==> config.mk <==
export PLATFORM = sky130hd
export DESIGN_NAME = pcmp_port
export DESIGN_NICKNAME = d
export VERILOG_FILES = /design/src/pkg/pcmp_pkg.sv /design/src/rtl/pcmp_port.sv
export VERILOG_INCLUDE_DIRS = /design/src /design/src/pkg
export SDC_FILE = /design/constraint.sdc
export NUM_CORES = 1
export LEC_CHECK = 0
export ABC_AREA = 1
export BUFFER_PORTS_ARGS = -buffer_cell sky130_fd_sc_hd__buf_2
export CORE_MARGIN = 4
export CORE_UTILIZATION = 50
export DETAILED_ROUTE_END_ITERATION = 10
export PLACE_DENSITY = 0.84
export SETUP_SLACK_MARGIN = 0.2
export SYNTH_ARGS = -nofsm -noshare
export SYNTH_HDL_FRONTEND = slang
export SYNTH_SLANG_ARGS = --single-unit
==> constraint.sdc <==
create_clock -name mclk -period 2.87 [get_ports mclk]
set_input_delay 0.574 -clock mclk [delete_from_list [all_inputs] [get_ports mclk]]
set_output_delay 0.574 -clock mclk [all_outputs]
set_load 0.02 [all_outputs]
==> src/pkg/pcmp_consts.svh <==
// constants of the pcm audio master port: offsets, fields, resets, timing
`ifndef PCMP_CONSTS_SVH
`define PCMP_CONSTS_SVH

// ----------------------------------------------------------------
// register offsets (byte addresses)
// ----------------------------------------------------------------
`define PCMP_OFS_CTRL    4'h0
`define PCMP_OFS_TXDATA  4'h4
`define PCMP_OFS_RXDATA  4'h8
`define PCMP_OFS_STATUS  4'hc

// ----------------------------------------------------------------
// field positions
// ----------------------------------------------------------------
`define PCMP_CTRL_EN      0
`define PCMP_CTRL_W16     1
`define PCMP_CTRL_LSB     2
`define PCMP_CTRL_FALL    3
`define PCMP_ST_RXRDY     0
`define PCMP_ST_OVR       1
`define PCMP_ST_TXEMPTY   2
`define PCMP_ST_RUN       3

// ----------------------------------------------------------------
// reset values
// ----------------------------------------------------------------
`define PCMP_RST_CTRL    4'h0
`define PCMP_RST_TXDATA  16'h0000

// ----------------------------------------------------------------
// timing
// ----------------------------------------------------------------
`define PCMP_MCLK_HZ     50000000
`define PCMP_BCLK_HZ     1000000
`define PCMP_FRAME_US    125
`define PCMP_SYNC_US     1
`define PCMP_DIV         (`PCMP_MCLK_HZ / `PCMP_BCLK_HZ)
`define PCMP_FRAME_BITS  (`PCMP_FRAME_US * (`PCMP_BCLK_HZ / 1000000))
`define PCMP_SYNC_BITS   (`PCMP_SYNC_US * (`PCMP_BCLK_HZ / 1000000))

`endif

==> src/pkg/pcmp_pkg.sv <==
// types of the pcm audio master port
package pcmp_pkg;

  typedef struct packed {
    logic fallSample;
    logic lsbFirst;
    logic word16;
    logic enable;
  } pcmp_cfg_s;

  typedef struct packed {
    logic bitClk;
    logic frameSync;
    logic dataOut;
  } pcmp_pins_s;

endpackage

==> src/rtl/pcmp_port.sv <==
// pcm audio master port: bit clock, frame sync, full-duplex word shifter
`timescale 1ns/1ps
`include "pcmp_consts.svh"

module pcmp_port #(
  parameter int DIV        = `PCMP_DIV,
  parameter int FRAME_BITS = `PCMP_FRAME_BITS
) (
  // clock and reset
  input  wire logic              mclk,
  input  wire logic              srst,
  // register port
  input  wire logic [3:0]        regAddr,
  input  wire logic [31:0]       regWdata,
  input  wire logic              regWr,
  input  wire logic              regRd,
  output logic [31:0]            regRdata,
  // link pins
  input  wire logic              pcmDataIn,
  output pcmp_pkg::pcmp_pins_s   pcmPins
);
  import pcmp_pkg::*;

  // ----------------------------------------------------------------
  // elaboration checks
  // ----------------------------------------------------------------
  generate
    if (DIV < 4 || DIV > 255 || (DIV % 2) != 0) begin : gBadDiv
      $error("pcmp_port: DIV must be even and within 4..255");
    end
    if (FRAME_BITS < 18 || FRAME_BITS > 255) begin : gBadFrame
      $error("pcmp_port: FRAME_BITS must be within 18..255");
    end
  endgenerate

  localparam logic [7:0] LastPhase = 8'(DIV - 1);
  localparam logic [7:0] HalfPhase = 8'(DIV / 2);
  localparam logic [7:0] LastBit   = 8'(FRAME_BITS - 1);
  localparam logic [7:0] SyncBits  = 8'(`PCMP_SYNC_BITS);

  // ----------------------------------------------------------------
  // registers
  // ----------------------------------------------------------------
  pcmp_cfg_s   ctrl_q;
  pcmp_cfg_s   cfgRun_q;
  logic [15:0] txData_q;
  logic [15:0] rxData_q;
  logic        rxRdy_q;
  logic        ovr_q;
  logic        txEmpty_q;
  logic [7:0]  phase_q;
  logic [7:0]  bitCnt_q;
  logic [15:0] txSh_q;
  logic [15:0] rxSh_q;
  logic        rxHave_q;
  logic        dinMeta_q;
  logic        dinSync_q;

  logic        wrCtrl;
  logic        wrTx;
  logic        wrSt;
  logic        rdRx;
  logic        riseTick;
  logic        fallTick;
  logic        frameStart;
  logic        launchTick;
  logic        sampleTick;
  logic [7:0]  wordLen;
  logic [7:0]  txBit;
  logic [7:0]  rxBit;
  logic [3:0]  txIdx;
  logic [3:0]  rxIdx;
  logic        txSlot;
  logic        rxSlot;
  logic        rxDone;

  assign wrCtrl = regWr && regAddr == `PCMP_OFS_CTRL;
  assign wrTx   = regWr && regAddr == `PCMP_OFS_TXDATA;
  assign wrSt   = regWr && regAddr == `PCMP_OFS_STATUS;
  assign rdRx   = regRd && regAddr == `PCMP_OFS_RXDATA;

  always_ff @(posedge mclk) begin
    if (srst) begin
      ctrl_q   <= `PCMP_RST_CTRL;
      txData_q <= `PCMP_RST_TXDATA;
    end else begin
      if (wrCtrl) begin
        ctrl_q <= regWdata[3:0];
      end
      if (wrTx) begin
        txData_q <= regWdata[15:0];
      end
    end
  end

  // unmapped addresses read zero
  always_ff @(posedge mclk) begin
    if (srst) begin
      regRdata <= 32'h0;
    end else if (regRd) begin
      unique case (regAddr)
        `PCMP_OFS_CTRL:   regRdata <= {28'h0, ctrl_q};
        `PCMP_OFS_TXDATA: regRdata <= {16'h0, txData_q};
        `PCMP_OFS_RXDATA: regRdata <= {16'h0, rxData_q};
        `PCMP_OFS_STATUS: regRdata <= {28'h0, cfgRun_q.enable, txEmpty_q,
                                       ovr_q, rxRdy_q};
        default:          regRdata <= 32'h0;
      endcase
    end else begin
      regRdata <= 32'h0;
    end
  end

  // ----------------------------------------------------------------
  // data-in synchroniser
  // ----------------------------------------------------------------
  always_ff @(posedge mclk) begin
    if (srst) begin
      dinMeta_q <= 1'b0;
      dinSync_q <= 1'b0;
    end else begin
      dinMeta_q <= pcmDataIn;
      dinSync_q <= dinMeta_q;
    end
  end

  // ----------------------------------------------------------------
  // bit clock and frame timing
  // ----------------------------------------------------------------
  // divider to 1 MHz
  always_ff @(posedge mclk) begin
    if (srst || !ctrl_q.enable) begin
      phase_q  <= 8'h0;
      bitCnt_q <= 8'h0;
    end else if (phase_q == LastPhase) begin
      phase_q  <= 8'h0;
      bitCnt_q <= (bitCnt_q == LastBit) ? 8'h0 : bitCnt_q + 8'h1;
    end else begin
      phase_q <= phase_q + 8'h1;
    end
  end

  assign riseTick   = ctrl_q.enable && phase_q == 8'h0;
  assign fallTick   = ctrl_q.enable && phase_q == HalfPhase;
  assign frameStart = riseTick && bitCnt_q == 8'h0;

  always_ff @(posedge mclk) begin
    if (srst || !ctrl_q.enable) begin
      pcmPins.bitClk    <= 1'b0;
      pcmPins.frameSync <= 1'b0;
    end else if (riseTick) begin
      pcmPins.bitClk <= 1'b1;
      pcmPins.frameSync <= bitCnt_q < SyncBits;
    end else if (fallTick) begin
      pcmPins.bitClk <= 1'b0;
    end
  end

  // ----------------------------------------------------------------
  // word shifting
  // ----------------------------------------------------------------
  // settings only change at a frame boundary, or when enable clears, so a word is never split by a mode change
  always_ff @(posedge mclk) begin
    if (srst) begin
      cfgRun_q <= `PCMP_RST_CTRL;
      txSh_q   <= 16'h0;
    end else if (!ctrl_q.enable) begin
      cfgRun_q <= `PCMP_RST_CTRL;
    end else if (frameStart) begin
      cfgRun_q <= ctrl_q;
      txSh_q   <= txData_q;
    end
  end

  assign wordLen = cfgRun_q.word16 ? 8'd16 : 8'd8;
  assign launchTick = cfgRun_q.fallSample ? riseTick : fallTick;
  assign sampleTick = cfgRun_q.fallSample ? fallTick : riseTick;
  assign txBit  = bitCnt_q - SyncBits;
  assign txSlot = bitCnt_q >= SyncBits && txBit < wordLen;
  // rising-edge sampling sees each bit one bit clock later
  assign rxBit  = cfgRun_q.fallSample ? txBit : txBit - 8'h1;
  assign rxSlot = bitCnt_q >= SyncBits + (cfgRun_q.fallSample ? 8'h0 : 8'h1)
                  && rxBit < wordLen;
  assign txIdx  = cfgRun_q.lsbFirst ? txBit[3:0] : 4'(wordLen - 8'h1 - txBit);
  assign rxIdx  = cfgRun_q.lsbFirst ? rxBit[3:0] : 4'(wordLen - 8'h1 - rxBit);
  assign rxDone = sampleTick && rxSlot && rxBit == wordLen - 8'h1;

  // one word out per frame
  // data drops with the clock when enable clears, not a cycle later
  always_ff @(posedge mclk) begin
    if (srst || !ctrl_q.enable || !cfgRun_q.enable) begin
      pcmPins.dataOut <= 1'b0;
    end else if (launchTick) begin
      pcmPins.dataOut <= txSlot ? txSh_q[txIdx] : 1'b0;
    end
  end

  always_ff @(posedge mclk) begin
    if (srst) begin
      rxSh_q   <= 16'h0;
      rxHave_q <= 1'b0;
    end else begin
      if (frameStart) begin
        rxSh_q <= 16'h0;
      end else if (sampleTick && rxSlot && cfgRun_q.enable) begin
        rxSh_q[rxIdx] <= dinSync_q;
      end
      if (frameStart || !ctrl_q.enable) begin
        rxHave_q <= 1'b0;
      end else if (rxDone && cfgRun_q.enable) begin
        rxHave_q <= 1'b1;
      end
    end
  end

  // ----------------------------------------------------------------
  // status flags: hardware set wins over software clear
  // ----------------------------------------------------------------
  always_ff @(posedge mclk) begin
    if (srst) begin
      rxData_q  <= 16'h0;
      rxRdy_q   <= 1'b0;
      ovr_q     <= 1'b0;
      txEmpty_q <= 1'b1;
    end else begin
      if (frameStart && rxHave_q) begin
        rxData_q <= rxSh_q;
        rxRdy_q  <= 1'b1;
      end else if (rdRx) begin
        rxRdy_q <= 1'b0;
      end
      if (frameStart && rxHave_q && rxRdy_q && !rdRx) begin
        ovr_q <= 1'b1;
      end else if (wrSt && regWdata[`PCMP_ST_OVR]) begin
        ovr_q <= 1'b0;
      end
      if (frameStart) begin
        txEmpty_q <= 1'b1;
      end else if (wrTx) begin
        txEmpty_q <= 1'b0;
      end
    end
  end

endmodule // pcmp_port

Yosys cells after proc, flatten, opt, wreduce, memory -nomap -nowiden. Cells that the tools add are included.

Add/subtract/negate cells: 8. Order comparisons: 8. Eq/ne operators: 7. Mux-type cells: 21. Bitwise logic cells: 2. Reduce and logical (&&, ||, !) cells: 36.

Operator list (number): 16-bit one-hot mux with 4 select lines (1); 1-bit logical AND (18); 8-bit by 1-bit adder with 8-bit output, second input constant (2); 16-bit bitwise mux (1); 8-bit logical NOT (2); 8-bit by 5-bit less-than comparator with 1-bit output (2); 8-bit 2-to-1 mux (2); 8-bit by 1-bit subtractor with 8-bit output, second input constant (2); 1-bit 2-to-1 mux (12); 4-bit by 5-bit less-than comparator with 1-bit output, second input constant (2); 2-bit OR reduction (5); 4-bit equality test, second input constant (2); 8-bit by 5-bit equality test with 1-bit output, second input constant (1); 8-bit by 6-bit equality test with 1-bit output, second input constant (1); 8-bit by 7-bit equality test with 1-bit output, second input constant (1); 8-bit equality test (1); 8-bit by 1-bit greater-or-equal comparator with 1-bit output, second input constant (1); 8-bit by 2-bit greater-or-equal comparator with 1-bit output (1); 8-bit by 1-bit less-than comparator with 1-bit output, second input constant (1); 4-bit 2-to-1 mux (2); 4-bit subtractor (2); 2-bit nonzero test (3); 5-bit by 1-bit subtractor with 6-bit output, second input constant (1); 5-bit 2-to-1 mux (1); other kinds (10) (15).

Flip-flop bits (word level): 129. Output and inout port bits: 35.

Depth between registers and ports, before layout. Gate-level depths: netlist of run 1.

Depth in word-level cells: 10. Gate-level depth with buffers: 24.

Least setup slack after synthesis of run 1. Ideal clock, no wire load.

Path kind: register to register. From: register bitCnt_q[0]. To: register rxSh_q[4]. Arrival time: 2688 ps. Required time: 2806 ps. Path slack: 118 ps. Stages on the path, launching flop included: 25. Path buffers: 2. Cells stage by stage: dfxtp_1 inv_1 ha_1 buf_4 inv_2 nand2_1 nand2_2 nor2_2 nand2_2 nor2_4 inv_1 nand2_1 ha_1 inv_1 nor2_1 nor3_1 nand2_1 nor2_1 nand3_1 nor2_4 buf_6 nand4_1 nand2_1 nand2_1 nor2_1.

Cells in the longest elaborated chain, start to end: 10.

Ends and longest elaborated chain: start, declared (RTL line pcmp_port.sv:52) `logic [7:0] bitCnt_q;`; start signal, assigned (RTL line pcmp_port.sv:137) `bitCnt_q <= (bitCnt_q == LastBit) ? 8'h0 : bitCnt_q + 8'h1;`; 8-bit by 1-bit subtractor with 8-bit output (RTL line pcmp_port.sv:178) `assign txBit = bitCnt_q - SyncBits;`; 8-bit by 1-bit subtractor with 8-bit output (RTL line pcmp_port.sv:181) `assign rxBit = cfgRun_q.fallSample ? txBit : txBit - 8'h1;`; 8-bit 2-to-1 mux (RTL line pcmp_port.sv:181); 4-bit subtractor (RTL line pcmp_port.sv:185) `assign rxIdx = cfgRun_q.lsbFirst ? rxBit[3:0] : 4'(wordLen - 8'h1 - rxBit);`; 4-bit 2-to-1 mux (RTL line pcmp_port.sv:185); 4-bit by 5-bit less-than comparator with 1-bit output (not written as such) or 4-bit by 1-bit greater-or-equal comparator with 1-bit output (tied branches) (RTL line pcmp_port.sv:206) `rxSh_q[rxIdx] <= dinSync_q;`; 1-bit logical AND (not written as such) (RTL line pcmp_port.sv:206); 1-bit 2-to-1 mux (not written as such) (RTL line pcmp_port.sv:206); 1-bit demux with 4-bit select (RTL line pcmp_port.sv:206); 16-bit bitwise mux (RTL line pcmp_port.sv:206); end signal, assigned by index (RTL line pcmp_port.sv:206); end, declared (RTL line pcmp_port.sv:54) `logic [15:0] rxSh_q;`.

Parallel ways exist; a longest one is shown, timed or not. A chain may end at the register's enable or synchronous reset.

Worst setup path in the final report of run 1.
From: register bitCnt_q[1]. To: register rxSh_q[2].

The elaborated chain is that of the path after synthesis.

==> qor.txt, run 1 <==
status = completed
largest net degree at the start of global routing = 36
Longest Clk Path Bufs = 2
Synth Warn # = 0
Post-Syn Area = 5672 µm²
Sequential Area = 2266 µm²
max cap viols = 0
most frequent cells after synthesis = 143 x nand2_1, 113 x dfxtp_1, 113 x inv_1, 103 x nor2_1
Slew HR = 49.39%
worst hold path class = in2reg
DR iter-0 viols = 534
P&R area growth vs syn = 20.85%
clock skew = 0.01077 ns
Worst VDD drop = 0.5143 mV
TritonRoute pass-1 iters = 5
Hold Buf Count CTS = 0
CTS Root Cell = clkbuf_16
PwrDens = 546.2 nW/µm²
antenna fix cells = 0
layout cells sized above 1 = 18.63%
Slew Viols, Final = 0
Async S/R FF share, synth = 0%
clk_lat worst skew = 0.42 ns
worst setup margin = 0.004532 ns
number of antenna-violating nets in the routed design = 0
Synth cell types = 42
Synth area leaders = dfxtp_1 40%, nand2_1 9.5%, inv_1 7.5%
post-route cell area = 6854 µm²
Mean Syn Cell Area = 7.011 µm²
initial antenna violation count = 0
crit path time final = 2.865 ns
Arr. time, crit path = 3.21 ns
WL final = 14680 µm
die footprint = 13110 µm²
sequential area share after synthesis = 39.89%
Non-Filler Instances = 1031
Synth top area share = 39.89%
Reg clk slew, reported paths = 0.05 ns
dominant cell by count in the synthesized netlist = nand2_1
Crit path required time = 3.21 ns
Sink Count = 113
final setup violating endpoints = 0
cells after synthesis = 809
DP HPWL = 9474 µm
grt total ovfl = 0
CP endpoint kind = flop
Layout fillers = 895
vias in the first global route = 5020
Starting Density = 51.64%
Die Span Y = 114.5 µm
vias = 5558
pre-CTS setup slack = 0.08542 ns
Die Width = 114.5 µm
Primary FF master, synth = dfxtp_1
CP Launch Type = flop
dpl cell area = 6031 µm²
Rows = 38
final hold vios = 0
Multi-input gate area = 2836 µm²
Slew @ Worst Pin = 0.7573 ns
post-layout net count = 933
Cells after DPL = 986
first-pass GRT wire length = 23150 µm
FMAX = 0.3490 GHz
Buffers on Ports = 43
Tot GR Track Use = 22.13%
Tcrit/Tclk final = 99.84%
RSZ-0062 raised after global routing = true
RePlAce Congestion = 0.9614
Yosys top cell by area = dfxtp_1
Worst Path Max Fanout = 8
core area = 10980 µm²
register bit total from synthesis = 113
Post-route DRC = 0
H-Tree Level Count = 4
number of synthesized flops with an enable pin = 0
Leak = 2.928 nW
CTS tree = done
WL/cell = 14.24 µm
Worst Path Class, Setup = reg2reg
# IOs = 76
vias per cell = 5.391
CTS Buf Count = 17
## layout make-up
class	count	share of cell area, %
clock buffer	19	6.608
clock inverter	13	1.844
inverter	122	6.754
multi-input combinational	545	41.38
sequential	113	33.06
tap	140	2.556
timing repair buffer	79	7.795
## report_power, final
group	total (mW)	switching [mW]	internal (mW)
combinational	0.116	0.0813	0.0343
clock	2.04	0.787	1.25
sequential	1.59	0.00880	1.58
## what timing repair did
action | in CTS | in global routing
gates resized for setup | 14 | 15
endpoints found under the setup margin | 17 | 17
endpoints found under the hold margin | 0 | 0
pin swaps | 13 | 18
buffers inserted | 8 | 4
gates cloned | 1 | 0
## metrics by stage
| stage | power, mW | util (%) | hold slack, ns | setup TNS [ns] |
|---|---|---|---|---|
| 2_1_floorplan | 1.714 | - | 0.3883 | 0 |
| 3_3_place_gp | 1.736 | 54.91 | 0.3940 | 0 |
| 3_5_place_dp | 1.737 | 54.91 | 0.3933 | 0 |
| 4_1_cts | 3.761 | 61.56 | 0.3441 | 0 |
| 5_1_grt | 3.849 | 62.41 | 0.3579 | -0.1068 |
| 6_report | 3.744 | 62.41 | 0.3568 | 0 |
## metal layers
layer / global-route usage, % / wire length [µm] / vias up
li1: - / - / 2716
met1: 28.68 / 6142 / 2502
met2: 34.92 / 6747 / 285
met3: 5.655 / 1311 / 55
met4: 9.422 / 476 / 0
met5: 0 / 0 / -
## state kept, by name, summed over array words and instances (netlist names)
| register | cells |
|---|---|
| bitCnt_q | 8 |
| rxData_q | 16 |
| dinSync_q | 1 |
| rxRdy_q | 1 |
| phase_q | 8 |
| ovr_q | 1 |
| cfgRun_q | 4 |
| txSh_q | 16 |
| ctrl_q | 4 |
| pcmPins | 3 |
| dinMeta_q | 1 |
| txEmpty_q | 1 |
| regRdata | 16 |
| rxSh_q | 16 |
| rxHave_q | 1 |
| txData_q | 16 |
## cells in the final DEF (no fill, tap or decap), drive strengths merged
| cell type | n |
|---|---|
| nor2 | 112 |
| bufinv | 1 |
| xor2 | 5 |
| nor3b | 3 |
| a221oi | 4 |
| or2 | 1 |
| inv | 126 |
| a21oi | 63 |
| clkbuf | 19 |
| nand3 | 50 |
| ha | 14 |
| a2bb2oi | 1 |
| o22ai | 19 |
| nand3b | 2 |
| nor3 | 12 |
| nand2 | 154 |
| clkinvlp | 1 |
| nand4 | 20 |
| xnor2 | 2 |
| o21ai | 63 |
| a211oi | 2 |
| o211ai | 1 |
| dfxtp | 113 |
| buf | 79 |
| conb | 16 |
| a31oi | 1 |
| clkinv | 7 |
## critical path, cell delays in order, from the launching register on
cell	delay, ns
dfxtp_2	0.34
inv_4	0.11
ha_4	0.18
inv_2	0.05
nand2_2	0.07
nand2_4	0.06
nor2_4	0.16
nand2_4	0.08
nor2_4	0.12
inv_2	0.06
nand2_4	0.07
ha_4	0.20
inv_2	0.05
nor2_2	0.04
nor3_2	0.11
nand2_1	0.11
nor2_1	0.12
nand3_1	0.12
nor2_4	0.14
buf_6	0.12
buf_12	0.11
nand4_1	0.08
nand2_1	0.10
nand2_1	0.06
nor2_1	0.13
## worst paths after layout
| check | end | depth (start not counted) | slack, ns | from |
|---|---|---|---|---|
| hold reg to reg | dinSync_q$_SDFF_PP0_ | 2 | 0.39 | dinMeta_q$_SDFF_PP0_ |
| setup reg to reg | rxSh_q[2]$_SDFFE_PP0P_ | 24 | 0.005 | bitCnt_q[1]$_SDFFE_PP0P_ |
| hold / removal | dinMeta_q$_SDFF_PP0_ | 3 | 0.36 | pcmDataIn |
| setup / recovery | rxSh_q[2]$_SDFFE_PP0P_ | 24 | 0.005 | bitCnt_q[1]$_SDFFE_PP0P_ |
## cell families after synthesis
kind of cell / Yosys count / share of synthesized area [%]
compound gates: 154 / 14.63
xor+xnor: 7 / 1.213
fa+ha+maj: 14 / 3.088
buf+inv: 166 / 12.95
flops: 113 / 39.89
other cells: 1 / 0.06612
simple gates: 354 / 28.17
No activity file was read; power rests on OpenSTA's default activity.
==> inputs of run 2 (changes only) <==
--- a/config.mk
+++ b/config.mk
@@ -11,7 +11,7 @@
 export CORE_MARGIN = 4
 export CORE_UTILIZATION = 50
 export DETAILED_ROUTE_END_ITERATION = 10
-export PLACE_DENSITY = 0.84
+export PLACE_DENSITY = 0.81
 export SETUP_SLACK_MARGIN = 0.2
 export SYNTH_ARGS = -nofsm -noshare
 export SYNTH_HDL_FRONTEND = slang
==> constraint.sdc (replaced) <==
create_clock -name mclk -period 3.13 [get_ports mclk]
set_input_delay 0.626 -clock mclk [delete_from_list [all_inputs] [get_ports mclk]]
set_output_delay 0.626 -clock mclk [all_outputs]
set_load 0.02 [all_outputs]
==> run 2 against run 1 <==
  * Sequential share of layout area grew 0.78 points
  * Global-route usage fell by 1.4 points
  * Clock skew hardly changed
  * Design area fell by 2.3%
  * Largest cell class unchanged
==> qor.txt, run 2 (same netlist as run 1, synthesis figures left out) <==
max cap viols = 0
final hold vios = 0
vias = 5295
CTS Root Cell = clkbuf_16
R2R setup slack = 0.43 ns
Worst VDD drop = 0.4536 mV
setup total negative slack = 0 ns
WL final = 13580 µm
CTS Buf Count = 17
post-layout net count = 922
RePlAce Congestion = 0.9628
P&R area growth vs syn = 18.11%
# IOs = 76
core area = 10980 µm²
Slew HR = 36.73%
TritonRoute pass-1 iters = 5
Tcrit/Tclk final = 86.36%
met3 Use GR = 5.655%
grt total ovfl = 0
reg2reg start = bitCnt_q[1]$_SDFFE_PP0P_
Sink Count = 113
DR iter-0 viols = 487
Crit path required time = 3.48 ns
number of antenna-violating nets in the routed design = 0
largest net degree at the start of global routing = 36
CP endpoint kind = flop
Buffers on Ports = 43
Post-route DRC = 0
H-Tree Level Count = 4
worst setup margin = 0.4269 ns
vias in the first global route = 4615
PwrDens = 509.6 nW/µm²
Slew Viols, Final = 0
Worst Path Max Fanout = 8
layout cells sized above 1 = 16.93%
status = completed
commonest non-fill, non-tap cells in the layout = 140 x nand2_1, 111 x dfxtp_1, 110 x inv_1
worst hold path class = reg2reg
RSZ-0062 raised after global routing = false
GR Layer Usage met2 = 31.39%
final setup violating endpoints = 0
pre-CTS setup slack = 0.1893 ns
Slew @ Worst Pin = 0.9468 ns
FMAX = 0.3699 GHz
Hold Buf Count CTS = 0
Layout fillers = 959
Worst Path Class, Setup = reg2reg
Arr. time, crit path = 3.06 ns
Worst Reg-to-Reg Cells = 22
antenna fix cells = 0
M1 GR Usage = 27.39%
CP Launch Type = flop
clk_lat worst skew = 0.42 ns
DP HPWL = 9301 µm
Starting Density = 51.64%
Leak = 2.839 nW
Setup crit start = bitCnt_q[1]$_SDFFE_PP0P_
first-pass GRT wire length = 21630 µm
Die Span Y = 114.5 µm
die footprint = 13110 µm²
Longest Clk Path Bufs = 2
Most Used Layer, Global Route = met2
vias per cell = 5.191
clock skew = 0.01127 ns
crit path time final = 2.703 ns
worst flop-to-flop path endpoint = rxSh_q[13]$_SDFFE_PP0P_
initial antenna violation count = 0
Setup crit end = rxSh_q[13]$_SDFFE_PP0P_
Die Width = 114.5 µm
WL/cell = 13.31 µm
Reg clk slew, reported paths = 0.06 ns
Rows = 38
Tot GR Track Use = 20.69%
leading cell type in the layout, fill and taps excluded = nand2_1
CTS tree = done
## run 2: cell count changes in the layout (fill, tap and decap cells not counted), sizes merged
cell,previous run,this run
clkinvlp,1,3
inv,126,125
buf,79,67
## run 2: critical path, cell delays in order, from the launching register on
cell and delay (ns):
dfxtp_4 0.36, inv_6 0.08, ha_4 0.18, buf_4 0.13, nand2_2 0.07, nand2_1 0.08
nand2_2 0.09, nor2_4 0.12, inv_2 0.04, nand2_2 0.08, ha_4 0.19, inv_1 0.04
nor2_1 0.03, nor3_1 0.15, nand2_1 0.09, nor2_1 0.11, nand3_1 0.12, nor2_4 0.18
buf_12 0.14, nand4_1 0.10, nand2_1 0.10, nand2_1 0.05, nor2_1 0.09
## run 2: stage by stage
step / cell area, µm² / power, mW / hold WS, ns / cells / util (%)
after global routing: 6699 / 3.529 / 0.4118 / 1020 / 60.99
after CTS: 6534 / 3.434 / 0.3915 / 1009 / 59.49
after global placement: 5942 / 1.590 / 0.3931 / 976 / 54.10
after floorplan: 5728 / 1.572 / 0.3883 / 824 / -
after detailed placement: 5942 / 1.590 / 0.3960 / 976 / 54.10
final: 6699 / 3.414 / 0.4025 / 1020 / 60.99
## run 2: final cells by class
class	count	area, µm²	area share, %
flip-flops and latches	113	2267	33.84
inverters	122	467.9	6.985
well taps	140	175.2	2.615
repair buffers	68	432.9	6.462
multi-input cells	545	2784	41.56
clock buffers	18	439.2	6.556
clock inverters	14	132.6	1.980
## run 2: worst min path at each step
stage                                     from                    to  slack (ns)  depth (start not counted)
after floorplan           dinMeta_q$_SDFF_PP0_  dinSync_q$_SDFF_PP0_        0.39                          2
final                     dinMeta_q$_SDFF_PP0_  dinSync_q$_SDFF_PP0_        0.40                          2
after global routing      dinMeta_q$_SDFF_PP0_  dinSync_q$_SDFF_PP0_        0.41                          2
after detailed placement  dinMeta_q$_SDFF_PP0_  dinSync_q$_SDFF_PP0_        0.40                          2
after global placement    dinMeta_q$_SDFF_PP0_  dinSync_q$_SDFF_PP0_        0.39                          2
after CTS                            pcmDataIn  dinMeta_q$_SDFF_PP0_        0.39                          3
## run 2: routing by layer
| metal | share of wire, % | vias to the layer above | wire length (µm) |
|---|---|---|---|
| li1 | - | 2698 | - |
| met1 | 45 | 2390 | 6151 |
| met2 | 44 | 180 | 6039 |
| met3 | 8.0 | 27 | 1089 |
| met4 | 2.2 | 0 | 298 |
| met5 | 0 | - | 0 |
## run 2: report_power, final
part	internal, mW	leakage (nW)	switching, mW
Combinational	0.0301	1.65	0.0724
Sequential	1.45	0.913	0.00845
Clock	1.12	0.274	0.731
Total	2.60	2.84	0.812
## run 2: repair_timing
action / in CTS / in global routing
pin swaps: 1 / 14
endpoints found under the setup margin: 7 / 17
buffers inserted: 1 / 10
cloned: 0 / 1
gates resized for setup: 0 / 19
